==> config.mk <==
export PLATFORM = sky130hd
export DESIGN_NAME = module_power_handshake_flat
export DESIGN_NICKNAME = d
export VERILOG_FILES = /design/src/rtl/power_handshake_pkg.sv /design/src/rtl/power_link_if.sv /design/src/rtl/module_power_handshake.sv /design/src/flat_wrapper.sv
export SDC_FILE = /design/constraint.sdc
export NUM_CORES = 1
export LEC_CHECK = 0
export BUFFER_PORTS_ARGS = -buffer_cell sky130_fd_sc_hd__buf_2
export CORE_MARGIN = 2
export CORE_UTILIZATION = 30
export CTS_CLUSTER_DIAMETER = 80
export DETAILED_ROUTE_END_ITERATION = 16
export PLACE_DENSITY = 0.47
export SLEW_MARGIN = 20
export SYNTH_ARGS = -nofsm -noshare
export SYNTH_HDL_FRONTEND = slang
export SYNTH_SLANG_ARGS = --single-unit
export TNS_END_PERCENT = 50
==> constraint.sdc <==
create_clock -name ref_clk_in -period 5.02 [get_ports ref_clk_in]
set_clock_uncertainty 0.05 [all_clocks]
set_input_delay 1.004 -clock ref_clk_in [delete_from_list [all_inputs] [get_ports ref_clk_in]]
set_output_delay 1.004 -clock ref_clk_in [all_outputs]
set_load 0.05 [all_outputs]
==> src/rtl/power_handshake_pkg.sv <==
// Purpose: shared constants for the module power handshake
// Assumes: 100 MHz reference clock
// Notes:   times kept in ns, cycle counts derived
package power_handshake_pkg;
    // ========================================
    // timing
    localparam int unsigned CLK_PERIOD_NS   = 10;
    localparam int unsigned OFF_MIN_NS      = 10_000;
    localparam int unsigned OFF_MIN_CYCLES  =
        (OFF_MIN_NS + CLK_PERIOD_NS - 1) / CLK_PERIOD_NS;
    localparam int unsigned RESET_HOLD_NS   = 1_000;
    localparam int unsigned RESET_HOLD_CYCLES =
        (RESET_HOLD_NS + CLK_PERIOD_NS - 1) / CLK_PERIOD_NS;
    localparam int unsigned COUNT_W         = 16;
    localparam int unsigned SYNC_STAGES     = 2;
    localparam int unsigned WAKE_SOURCES    = 4;
    // ========================================
    // wake source bit positions
    localparam int unsigned WAKE_SPI_BIT    = 0;
    localparam int unsigned WAKE_I2C_BIT    = 1;
    localparam int unsigned WAKE_RTC_BIT    = 2;
    localparam int unsigned WAKE_USB_BIT    = 3;
    // ========================================
    // reset values of pins
    localparam logic RELEASED_LVL           = 1'b1;
    localparam logic ASSERTED_LVL           = 1'b0;
endpackage

==> src/rtl/power_link_if.sv <==
// Purpose: board-level pins between module and carrier
// Assumes: open-drain lines resolved here from enables
// Notes:   pull-ups modelled as released high
`timescale 1ns/100ps
interface power_link_if;
    logic power_on;
    logic suspend_toggle;
    logic recovery_strap_n;
    logic system_reset_n_oe;
    logic shutdown_req_n_oe;
    logic module_asleep_n;
    logic carrier_type_strap;
    logic system_reset_n;
    logic shutdown_req_n;

    // ========================================
    // open-drain resolution
    assign system_reset_n = system_reset_n_oe ? 1'b0 : 1'b1;
    assign shutdown_req_n = shutdown_req_n_oe ? 1'b0 : 1'b1;

    modport module_end
    (
        input  power_on,
        input  suspend_toggle,
        input  recovery_strap_n,
        input  system_reset_n,
        output system_reset_n_oe,
        output shutdown_req_n_oe,
        output module_asleep_n,
        output carrier_type_strap
    );
    modport carrier_end
    (
        output power_on,
        output suspend_toggle,
        output recovery_strap_n,
        input  system_reset_n,
        input  shutdown_req_n,
        input  module_asleep_n,
        input  carrier_type_strap
    );
endinterface

==> src/rtl/module_power_handshake.sv <==
// Purpose: module end of the power handshake
// Assumes: single 100 MHz clock, pins asynchronous
// Notes:   system reset held a short time before release
`timescale 1ns/100ps
module module_power_handshake #(
    parameter int unsigned OFF_MIN_CYCLES =
        power_handshake_pkg::OFF_MIN_CYCLES,
    parameter int unsigned HOLD_CYCLES    =
        power_handshake_pkg::RESET_HOLD_CYCLES,
    parameter logic        LEGACY_MODULE  = 1'b0
)
(
    input  wire logic                    ref_clk_in,
    input  wire logic                    sys_rst_in,
    power_link_if.module_end             link,
    input  wire logic                    sw_shutdown_in,
    input  wire logic                    thermal_shutdown_in,
    input  wire logic                    sleep_enter_in,
    input  wire logic [power_handshake_pkg::WAKE_SOURCES-1:0]
                                         wake_event_in,
    output logic                         cpu_reset_out,
    output logic                         storage_reset_out,
    output logic                         recovery_boot_out,
    output logic                         deep_sleep_out,
    output logic                         shutdown_done_out
);
    typedef enum logic [2:0] {
        ST_OFF,
        ST_HOLD,
        ST_ON,
        ST_SLEEP,
        ST_SHUTDOWN
    } state_type;

    localparam int unsigned CW = power_handshake_pkg::COUNT_W;

    state_type   state_q;
    logic [1:0]  pwr_sync_q;
    logic [1:0]  sus_sync_q;
    logic [1:0]  rec_sync_q;
    logic [1:0]  rst_sync_q;
    logic        sus_prev_q;
    logic        rst_prev_q;
    logic [CW-1:0] count_q;
    logic        shut_req_q;
    logic        sus_edge;
    logic        rst_rise;
    logic        off_long;
    logic        any_wake;

    // ========================================
    // input synchronisers
    always_ff @(posedge ref_clk_in or posedge sys_rst_in)
    begin
        if (sys_rst_in)
        begin
            pwr_sync_q <= 2'b00;
            sus_sync_q <= 2'b11;
            rec_sync_q <= 2'b11;
            rst_sync_q <= 2'b00;
        end
        else
        begin
            pwr_sync_q <= {pwr_sync_q[0], link.power_on};
            sus_sync_q <= {sus_sync_q[0], link.suspend_toggle};
            rec_sync_q <= {rec_sync_q[0], link.recovery_strap_n};
            rst_sync_q <= {rst_sync_q[0], link.system_reset_n};
        end
    end

    always_ff @(posedge ref_clk_in or posedge sys_rst_in)
    begin
        if (sys_rst_in)
        begin
            sus_prev_q <= 1'b1;
            rst_prev_q <= 1'b0;
        end
        else
        begin
            sus_prev_q <= sus_sync_q[1];
            rst_prev_q <= rst_sync_q[1];
        end
    end

    assign sus_edge = sus_prev_q != sus_sync_q[1];
    assign rst_rise = rst_sync_q[1] && !rst_prev_q;
    assign any_wake = |wake_event_in;
    assign off_long = !pwr_sync_q[1]
        && count_q >= CW'(OFF_MIN_CYCLES);

    // ========================================
    // power-on low time and reset hold counter
    always_ff @(posedge ref_clk_in or posedge sys_rst_in)
    begin
        if (sys_rst_in)
            count_q <= '0;
        else if (state_q == ST_HOLD)
            count_q <= (count_q == CW'(HOLD_CYCLES)) ? count_q
                : count_q + CW'(1);
        else if (pwr_sync_q[1])
            count_q <= '0;
        else if (count_q < CW'(OFF_MIN_CYCLES))
            count_q <= count_q + CW'(1);
    end

    // ========================================
    // power state machine
    always_ff @(posedge ref_clk_in or posedge sys_rst_in)
    begin
        if (sys_rst_in)
            state_q <= ST_OFF;
        else
        begin
            case (state_q)
                ST_OFF:
                    if (pwr_sync_q[1])
                        state_q <= ST_HOLD;
                ST_HOLD:
                    if (!pwr_sync_q[1])
                        state_q <= ST_OFF;
                    else if (count_q == CW'(HOLD_CYCLES))
                        state_q <= ST_ON;
                ST_ON:
                    if (!pwr_sync_q[1])
                        state_q <= ST_SHUTDOWN;
                    else if (sleep_enter_in || sus_edge)
                        state_q <= ST_SLEEP;
                ST_SLEEP:
                    if (!pwr_sync_q[1])
                        state_q <= ST_SHUTDOWN;
                    else if (any_wake || sus_edge)
                        state_q <= ST_ON;
                ST_SHUTDOWN:
                    if (off_long)
                        state_q <= ST_OFF;
                    else if (pwr_sync_q[1])
                        state_q <= ST_HOLD;
                default:
                    state_q <= ST_OFF;
            endcase
        end
    end

    // ========================================
    // shutdown request, held until power-on drops
    always_ff @(posedge ref_clk_in or posedge sys_rst_in)
    begin
        if (sys_rst_in)
            shut_req_q <= 1'b0;
        else if (sw_shutdown_in || thermal_shutdown_in)
            shut_req_q <= 1'b1;
        else if (!pwr_sync_q[1])
            shut_req_q <= 1'b0;
    end

    // ========================================
    // pin and user outputs
    always_ff @(posedge ref_clk_in or posedge sys_rst_in)
    begin
        if (sys_rst_in)
        begin
            link.system_reset_n_oe <= 1'b1;
            link.shutdown_req_n_oe <= 1'b0;
            link.module_asleep_n   <= power_handshake_pkg::RELEASED_LVL;
            link.carrier_type_strap <= 1'b1;
            cpu_reset_out          <= 1'b1;
            storage_reset_out      <= 1'b1;
            deep_sleep_out         <= 1'b0;
            shutdown_done_out      <= 1'b0;
        end
        else
        begin
            link.system_reset_n_oe <= !(state_q == ST_ON
                || state_q == ST_SLEEP);
            link.shutdown_req_n_oe <= shut_req_q;
            link.module_asleep_n   <= state_q != ST_SLEEP;
            link.carrier_type_strap <= !LEGACY_MODULE;
            cpu_reset_out          <= !rst_sync_q[1];
            storage_reset_out      <= !rst_sync_q[1];
            deep_sleep_out         <= state_q == ST_SLEEP;
            shutdown_done_out      <= state_q == ST_OFF;
        end
    end

    // ========================================
    // recovery strap capture on reset release
    always_ff @(posedge ref_clk_in or posedge sys_rst_in)
    begin
        if (sys_rst_in)
            recovery_boot_out <= 1'b0;
        else if (rst_rise)
            recovery_boot_out <= !rec_sync_q[1];
    end
endmodule

==> src/flat_wrapper.sv <==
// flat-port wrapper written by rule: the top's interface ports become plain ports
module module_power_handshake_flat 
#(
    parameter int unsigned OFF_MIN_CYCLES =
        power_handshake_pkg::OFF_MIN_CYCLES,
    parameter int unsigned HOLD_CYCLES    =
        power_handshake_pkg::RESET_HOLD_CYCLES,
    parameter logic        LEGACY_MODULE  = 1'b0
)
  (ref_clk_in, sys_rst_in, sw_shutdown_in, thermal_shutdown_in, sleep_enter_in, wake_event_in, cpu_reset_out, storage_reset_out, recovery_boot_out, deep_sleep_out, shutdown_done_out, link_power_on, link_suspend_toggle, link_recovery_strap_n, link_system_reset_n_oe, link_shutdown_req_n_oe, link_module_asleep_n, link_carrier_type_strap);
  power_link_if link_i ();
  input  wire logic ref_clk_in;
  input  wire logic sys_rst_in;
  input  wire logic sw_shutdown_in;
  input  wire logic thermal_shutdown_in;
  input  wire logic sleep_enter_in;
  input  wire logic [power_handshake_pkg::WAKE_SOURCES-1:0] wake_event_in;
  output logic cpu_reset_out;
  output logic storage_reset_out;
  output logic recovery_boot_out;
  output logic deep_sleep_out;
  output logic shutdown_done_out;
  input wire logic [$bits(link_i.power_on)-1:0] link_power_on;
  input wire logic [$bits(link_i.suspend_toggle)-1:0] link_suspend_toggle;
  input wire logic [$bits(link_i.recovery_strap_n)-1:0] link_recovery_strap_n;
  output wire logic [$bits(link_i.system_reset_n_oe)-1:0] link_system_reset_n_oe;
  output wire logic [$bits(link_i.shutdown_req_n_oe)-1:0] link_shutdown_req_n_oe;
  output wire logic [$bits(link_i.module_asleep_n)-1:0] link_module_asleep_n;
  output wire logic [$bits(link_i.carrier_type_strap)-1:0] link_carrier_type_strap;
  assign link_i.power_on = link_power_on;
  assign link_i.suspend_toggle = link_suspend_toggle;
  assign link_i.recovery_strap_n = link_recovery_strap_n;
  assign link_system_reset_n_oe = link_i.system_reset_n_oe;
  assign link_shutdown_req_n_oe = link_i.shutdown_req_n_oe;
  assign link_module_asleep_n = link_i.module_asleep_n;
  assign link_carrier_type_strap = link_i.carrier_type_strap;
  module_power_handshake #(.OFF_MIN_CYCLES(OFF_MIN_CYCLES), .HOLD_CYCLES(HOLD_CYCLES), .LEGACY_MODULE(LEGACY_MODULE)) u_core (.ref_clk_in(ref_clk_in), .sys_rst_in(sys_rst_in), .link(link_i), .sw_shutdown_in(sw_shutdown_in), .thermal_shutdown_in(thermal_shutdown_in), .sleep_enter_in(sleep_enter_in), .wake_event_in(wake_event_in), .cpu_reset_out(cpu_reset_out), .storage_reset_out(storage_reset_out), .recovery_boot_out(recovery_boot_out), .deep_sleep_out(deep_sleep_out), .shutdown_done_out(shutdown_done_out));
endmodule
==> results of run 1 <==
## stage by stage
stage                     hold WS (ns)  utilization, %  area [um^2]  setup slack (ns)  power [mW]
after CTS                        0.309            34.9         1900              2.79       0.612
after global routing             0.311            34.9         1900              2.63       0.642
final                            0.306            34.9         1900              2.79       0.603
after global placement           0.290            33.4         1820              2.93       0.407
after detailed placement         0.293            33.4         1820              2.82       0.410
after floorplan                  0.281               -         1670              3.05       0.389
## worst paths after layout
path | to | cells past startpoint | slack [ns] | from
worst max-delay path | u_core.count_q[7] | 5 | 2.79 | u_core.state_q[0]
worst min-delay path | u_core.pwr_sync_q[1] | 0 | 0.31 | u_core.pwr_sync_q[0]
worst max register to register | u_core.count_q[7] | 5 | 2.79 | u_core.state_q[0]
worst min register to register | u_core.pwr_sync_q[1] | 0 | 0.31 | u_core.pwr_sync_q[0]
max in group asynchronous | u_core.sus_sync_q[0] | 3 | 3.81 | sys_rst_in
min in group asynchronous | u_core.count_q[12] | 3 | 0.76 | sys_rst_in
## sequential cells by signal, indices dropped and copies added (netlist names)
| signal | count |
|---|---|
| u_core.count_q | 16 |
| u_core.state_q | 3 |
| u_core.pwr_sync_q | 2 |
| u_core.rec_sync_q | 2 |
| u_core.rst_sync_q | 2 |
| u_core.sus_sync_q | 2 |
| u_core.cpu_reset_out | 1 |
| u_core.deep_sleep_out | 1 |
| u_core.link.module_asleep_n | 1 |
| u_core.link.shutdown_req_n_oe | 1 |
| u_core.link.system_reset_n_oe | 1 |
| u_core.recovery_boot_out | 1 |
| u_core.rst_prev_q | 1 |
| u_core.shut_req_q | 1 |
| u_core.shutdown_done_out | 1 |
| u_core.sus_prev_q | 1 |
## power by group through the flow
stage               sequential, mW  combinational [mW]  clock (mW)
floorplan                    0.345              0.0438           0
finish                       0.344              0.0603       0.198
CTS                          0.344              0.0618       0.207
global placement             0.347              0.0598           0
detailed placement           0.349              0.0614           0
global route                 0.348              0.0706       0.223
## critical path, stage by stage, from the launching register on
cell     delay [ns]
dfrtp_1        0.50
nor3b_2        0.49
nor2_1         0.08
a22o_1         0.37
or4_1          0.52
a21oi_1        0.15
## routing by layer
metal | global-route usage, % | routed length [um] | share of wire [%]
met3 | 3.68 | 148 | 4.5
met2 | 18.6 | 1580 | 48
met1 | 15.5 | 1540 | 46
met5 | 0 | 0 | 0
met4 | 5.44 | 42 | 1.3
## Yosys cell counts, types with 2 or more instances
cell	instances	area, um^2
or3_1	7	43.8
xnor2_1	5	43.8
nor3_1	5	25.0
nand3_1	5	25.0
dfrtp_1	29	726
ha_1	2	25.0
clkbuf_1	2	7.51
dfstp_2	8	210
and3_1	3	18.8
a21oi_1	10	50.1
o21ai_0	13	65.1
nor2_1	10	37.5
inv_1	9	33.8
nor4b_1	2	17.5
nand2b_1	5	31.3
nand2_1	11	41.3
buf_4	3	22.5
and4_1	3	26.3
buf_2	2	10.0
o211ai_1	2	15.0
## area by class of cell
cell class	instances	area, um^2	share of cell area [%]
clock buffer	6	72.6	3.82
inverter	9	33.8	1.78
sequential	37	936	49.2
timing repair buffer	20	103	5.40
clock inverter	2	10.0	0.527
multi-input combinational	104	656	34.5
tap	72	90.1	4.74
## cells in the final DEF (no fill, tap or decap), drive strengths merged, types with 3 or more instances in the layout
cell,count
and3,3
o211ai,3
dfrtp,29
o21ai,13
buf,20
xnor2,5
nand2,11
nor2,10
a21oi,10
dfstp,8
or3,7
nand3,5
clkbuf,6
nor3,5
and4,3
nand2b,5
inv,9
## cell families (layout without fill, tap and decap cells)
logic type / count (synthesis) / after routing / synth area share (%)
mux: 1 / 1 / 0.601
simple gates: 60 / 60 / 21.2
buf+inv: 16 / 37 / 4.43
other cells: 1 / 1 / 0.225
compound gates: 34 / 34 / 12.7
fa+ha+maj: 2 / 2 / 1.50
xor+xnor: 6 / 6 / 3.16
flops: 37 / 37 / 56.2
==> results_dict.tcl, run 1 <==
set metrics [dict create \
    status "finished clean" \
    clockPowerShare_pct 32.9 \
    ctsHoldBuffers 0 \
    cts.htree.levels 2 \
    cap_violations 0 \
    synth_nets 171 \
    antenna_left 0 \
    grt_first_pass_wirelength_um 5820 \
    synthArstFlopShare_pct 100 \
    drc 0 \
    postCtsSetupRepairBufs 0 \
    cp.required_ns 5.18 \
    clockBufferDepth 2 \
    ys_types 41 \
    insertion_delay_ns 0.28 \
    finalHoldViolCount 0 \
    cp_max_fo 15 \
    pwr-share-seq_pct 57.1 \
    grt_max_degree 38 \
    place_inst 242 \
    synth-seq-cells 37 \
    finalSetupTns_ns 0 \
    fill_cells 566 \
    dr_total_vias 1237 \
    clkSlewWorstSetupHoldPaths_ns 0.07 \
    syn_to_final_growth_pct 14.1 \
    fin_crit_sh_pct 44.4 \
    nets 191 \
    drive_gt1_share_pct 21.9 \
    dp_hpwl_um 2270 \
    cts_made_buffers 5 \
    cp-start-kind "register" \
    dieArea_mm2 0.00616 \
    grtUsageTotal_pct 12.1 \
    cts-resized-gates 0 \
    io_buffers 19 \
    die_h_um 78.5 \
    start_util_pct 30.6 \
    finalSetupViolCount 0 \
    die_x_um 78.5 \
    crit_type "register to register" \
    overflow 0 \
    yosysSeqAreaShare_pct 56.2 \
    cp-end-kind "register" \
    synth_edf_count 0 \
    swShare_pct 27.0 \
    clock-sinks 37 \
    place_congestion 0.817 \
    p_leak_nw 0.824 \
    antenna_found_initial 0 \
    max-vdd-ir-drop_mv 0.146 \
    p_per_area_mw_per_mm2 317 \
    netlist_area_mm2 0.00167 \
    antenna_cells 0 \
    hold_path_class "register to register" \
    drv_slew 0 \
    cts-root-buf "clkbuf_8" \
    combinationalPowerShare_pct 10.0 \
    p_sw_mw 0.163 \
    drt_iter0_markers 66 \
    routed_wl_um 3320 \
    cts_tree "done" \
    synth_cells 157 \
    synthFlopType "dfrtp_1" \
    core_mm2 0.00544 \
    first_pass_iters 4 \
    rsz0062_at_grt "no" \
    wl_per_cell_um 13.3 \
    worst_pin_slew_ns 0.985 \
    fin_crit_ns 2.23 \
    grt_pass1_vias 1275 \
    fin_cells 250 \
    yosys_warnings 0 \
    relSlewSlack_pct 34.1 \
    rows 27 \
    worstPathArrival_ns 2.39 \
    synth.avg_cell_area_um2 10.6 \
    p_int_mw 0.440 \
    fmax_ghz 0.448 \
    ios 21 \
    viasPerCell 4.95 \
]
No activity file was read; power rests on OpenSTA's default activity.
==> run 2: changes to the inputs <==
--- a/config.mk
+++ b/config.mk
@@ -10,7 +10,7 @@
 export CORE_UTILIZATION = 30
 export CTS_CLUSTER_DIAMETER = 80
 export DETAILED_ROUTE_END_ITERATION = 16
-export PLACE_DENSITY = 0.47
+export PLACE_DENSITY = 0.48
 export SLEW_MARGIN = 20
 export SYNTH_ARGS = -nofsm -noshare
 export SYNTH_HDL_FRONTEND = slang
==> constraint.sdc (replaced) <==
create_clock -name ref_clk_in -period 1.9 [get_ports ref_clk_in]
set_clock_uncertainty 0.05 [all_clocks]
set_input_delay 0.38 -clock ref_clk_in [delete_from_list [all_inputs] [get_ports ref_clk_in]]
set_output_delay 0.38 -clock ref_clk_in [all_outputs]
set_load 0.05 [all_outputs]
==> run 2 against run 1 <==
Compared with the run above: first-iteration DRC count fell by 21%; sequential share of layout area is 6.1 points lower; final area rose by 14%; maximum frequency up 20%; non-clock buffer count grew 21; highest routed layer unchanged.
==> results_dict.tcl, run 2 (same netlist as run 1, synthesis figures left out) <==
set metrics [dict create \
    clockPowerShare_pct 38.1 \
    clkSlewWorstSetupHoldPaths_ns 0.08 \
    p_leak_nw 0.947 \
    fin_area_mm2 0.00217 \
    syn_to_final_growth_pct 30.4 \
    largest_reg_flops 16 \
    cts_made_buffers 5 \
    wl_per_cell_um 13.1 \
    top_register "u_core.count_q" \
    cp-start-kind "register" \
    nets 212 \
    max-vdd-ir-drop_mv 0.418 \
    ios 21 \
    clock-sinks 37 \
    fin_crit_ns 1.86 \
    start_util_pct 30.6 \
    viasPerCell 4.79 \
    place_congestion 0.850 \
    rr_worst_depth 8 \
    p_per_area_mw_per_mm2 864 \
    setup.worst_path.start "u_core.count_q[1]" \
    routed_wl_um 3540 \
    hold_path_class "input pin to register" \
    worstSetupEndpoint "u_core.count_q[6]" \
    dp_hpwl_um 2370 \
    core_mm2 0.00544 \
    cts_tree "done" \
    cap_violations 0 \
    crit_type "register to register" \
    cp.required_ns 2.07 \
    fin_ws_ns 0.0413 \
    insertion_delay_ns 0.30 \
    grtUsageTotal_pct 12.6 \
    cp-end-kind "register" \
    r2r-end "u_core.count_q[6]" \
    dieArea_mm2 0.00616 \
    grt_max_degree 38 \
    largest_registers "u_core.count_q (16), u_core.state_q (3)" \
    rows 27 \
    grt_pass1_vias 1301 \
    p_sw_mw 0.479 \
    status "finished clean" \
    finalSetupViolCount 0 \
    ctsHoldBuffers 0 \
    layout_common_cells "28 x dfrtp_1, 21 x buf_4, 19 x buf_2, 11 x nand2_1, 11 x o21ai_0" \
    drive_gt1_share_pct 38.2 \
    drv_slew 0 \
    placed_area_mm2 0.00193 \
    grt_first_pass_wirelength_um 6090 \
    swShare_pct 25.5 \
    dpl_worst_slack_ns -0.0323 \
    die_x_um 78.5 \
    cts-root-buf "clkbuf_8" \
    first_pass_iters 4 \
    r2r-start "u_core.count_q[1]" \
    antenna_left 0 \
    die_h_um 78.5 \
    overflow 0 \
    drt_iter0_markers 52 \
    pwr-share-seq_pct 47.3 \
    rsz0062_at_grt "yes" \
    fin_crit_sh_pct 97.8 \
    combinationalPowerShare_pct 14.6 \
    drc 0 \
    antenna_found_initial 0 \
    cp_max_fo 8 \
    antenna_cells 0 \
    io_buffers 19 \
    dr_total_vias 1297 \
    whs_ns 0.122 \
    finalHoldViolCount 0 \
    final_common_cell "dfrtp_1" \
    fmax_ghz 0.538 \
    clockBufferDepth 2 \
    worstPathArrival_ns 2.03 \
    p_int_mw 1.40 \
    reg2reg_slack_ns 0.04 \
    cts.htree.levels 2 \
    fill_cells 559 \
]
## run 2: changes by cell type in the layout (fill, tap and decap cells not counted), moves of 2 or more
| cell | change |
|---|---|
| clkinv_2 | -2 |
| a21oi_2 | +4 |
| or3_1 | -3 |
| buf_4 | +20 |
| o21ai_1 | +2 |
| or3_4 | +3 |
| ha_1 | -2 |
| a21oi_1 | -4 |
| o21ai_0 | -2 |
## run 2: worst min path at each step
stage                                    start                   end  slack, ns  cells after the start
after global routing       link_suspend_toggle  u_core.sus_sync_q[0]       0.11                      1
final                      link_suspend_toggle  u_core.sus_sync_q[0]       0.12                      1
after floorplan           u_core.pwr_sync_q[0]  u_core.pwr_sync_q[1]       0.28                      0
after global placement    u_core.pwr_sync_q[0]  u_core.pwr_sync_q[1]       0.29                      0
after CTS                  link_suspend_toggle  u_core.sus_sync_q[0]       0.11                      1
after detailed placement  u_core.pwr_sync_q[0]  u_core.pwr_sync_q[1]       0.29                      0
## run 2: power by group through the flow
stage / Combinational [mW] / Clock, mW / Sequential [mW]
6_report: 0.274 / 0.716 / 0.887
5_1_grt: 0.310 / 0.784 / 0.893
3_3_place_gp: 0.226 / 0 / 0.897
4_1_cts: 0.233 / 0.746 / 0.884
3_5_place_dp: 0.232 / 0 / 0.899
2_1_floorplan: 0.116 / 0 / 0.911
## run 2: routing by layer
metal	up-vias	track usage [%]	part of all wire [%]
li1	637	-	-
met1	638	15.7	44
met2	17	20.3	51
met3	5	4.25	3.9
met4	0	4.74	1.5
met5	-	0	0
## run 2: metrics by stage
stage | power, mW | cells | setup TNS, ns | util, %
2_1_floorplan | 1.03 | 157 | 0 | -
3_3_place_gp | 1.12 | 257 | 0 | 35.5
3_5_place_dp | 1.13 | 257 | -0.103 | 35.5
4_1_cts | 1.86 | 268 | 0 | 38.1
5_1_grt | 1.99 | 271 | -0.305 | 39.9
6_report | 1.88 | 271 | 0 | 39.9
## run 2: layout make-up
| cell class | instances | area (um^2) | share of cell area [%] |
|---|---|---|---|
| clock buffer | 6 | 82.6 | 3.80 |
| timing repair buffer | 41 | 264 | 12.2 |
| sequential | 37 | 937 | 43.1 |
| multi-input combinational | 104 | 727 | 33.5 |
| tap | 72 | 90.1 | 4.15 |
| inverter | 9 | 33.8 | 1.56 |
| clock inverter | 2 | 37.5 | 1.73 |
## run 2: critical path, stage by stage (launching register included)
cell and delay, ns:
dfrtp_1 0.36, inv_1 0.05, ha_2 0.16, and3b_1 0.16, and4_1 0.16, a22o_1 0.24
buf_6 0.14, or3_4 0.33, a21oi_2 0.13
## run 2: timing repair
item / CTS / global route
resized for setup: 1 / 18
pin swaps: 6 / 16
cloned: 0 / 0
endpoints found under the setup margin: 4 / 13
buffers inserted: 3 / 4
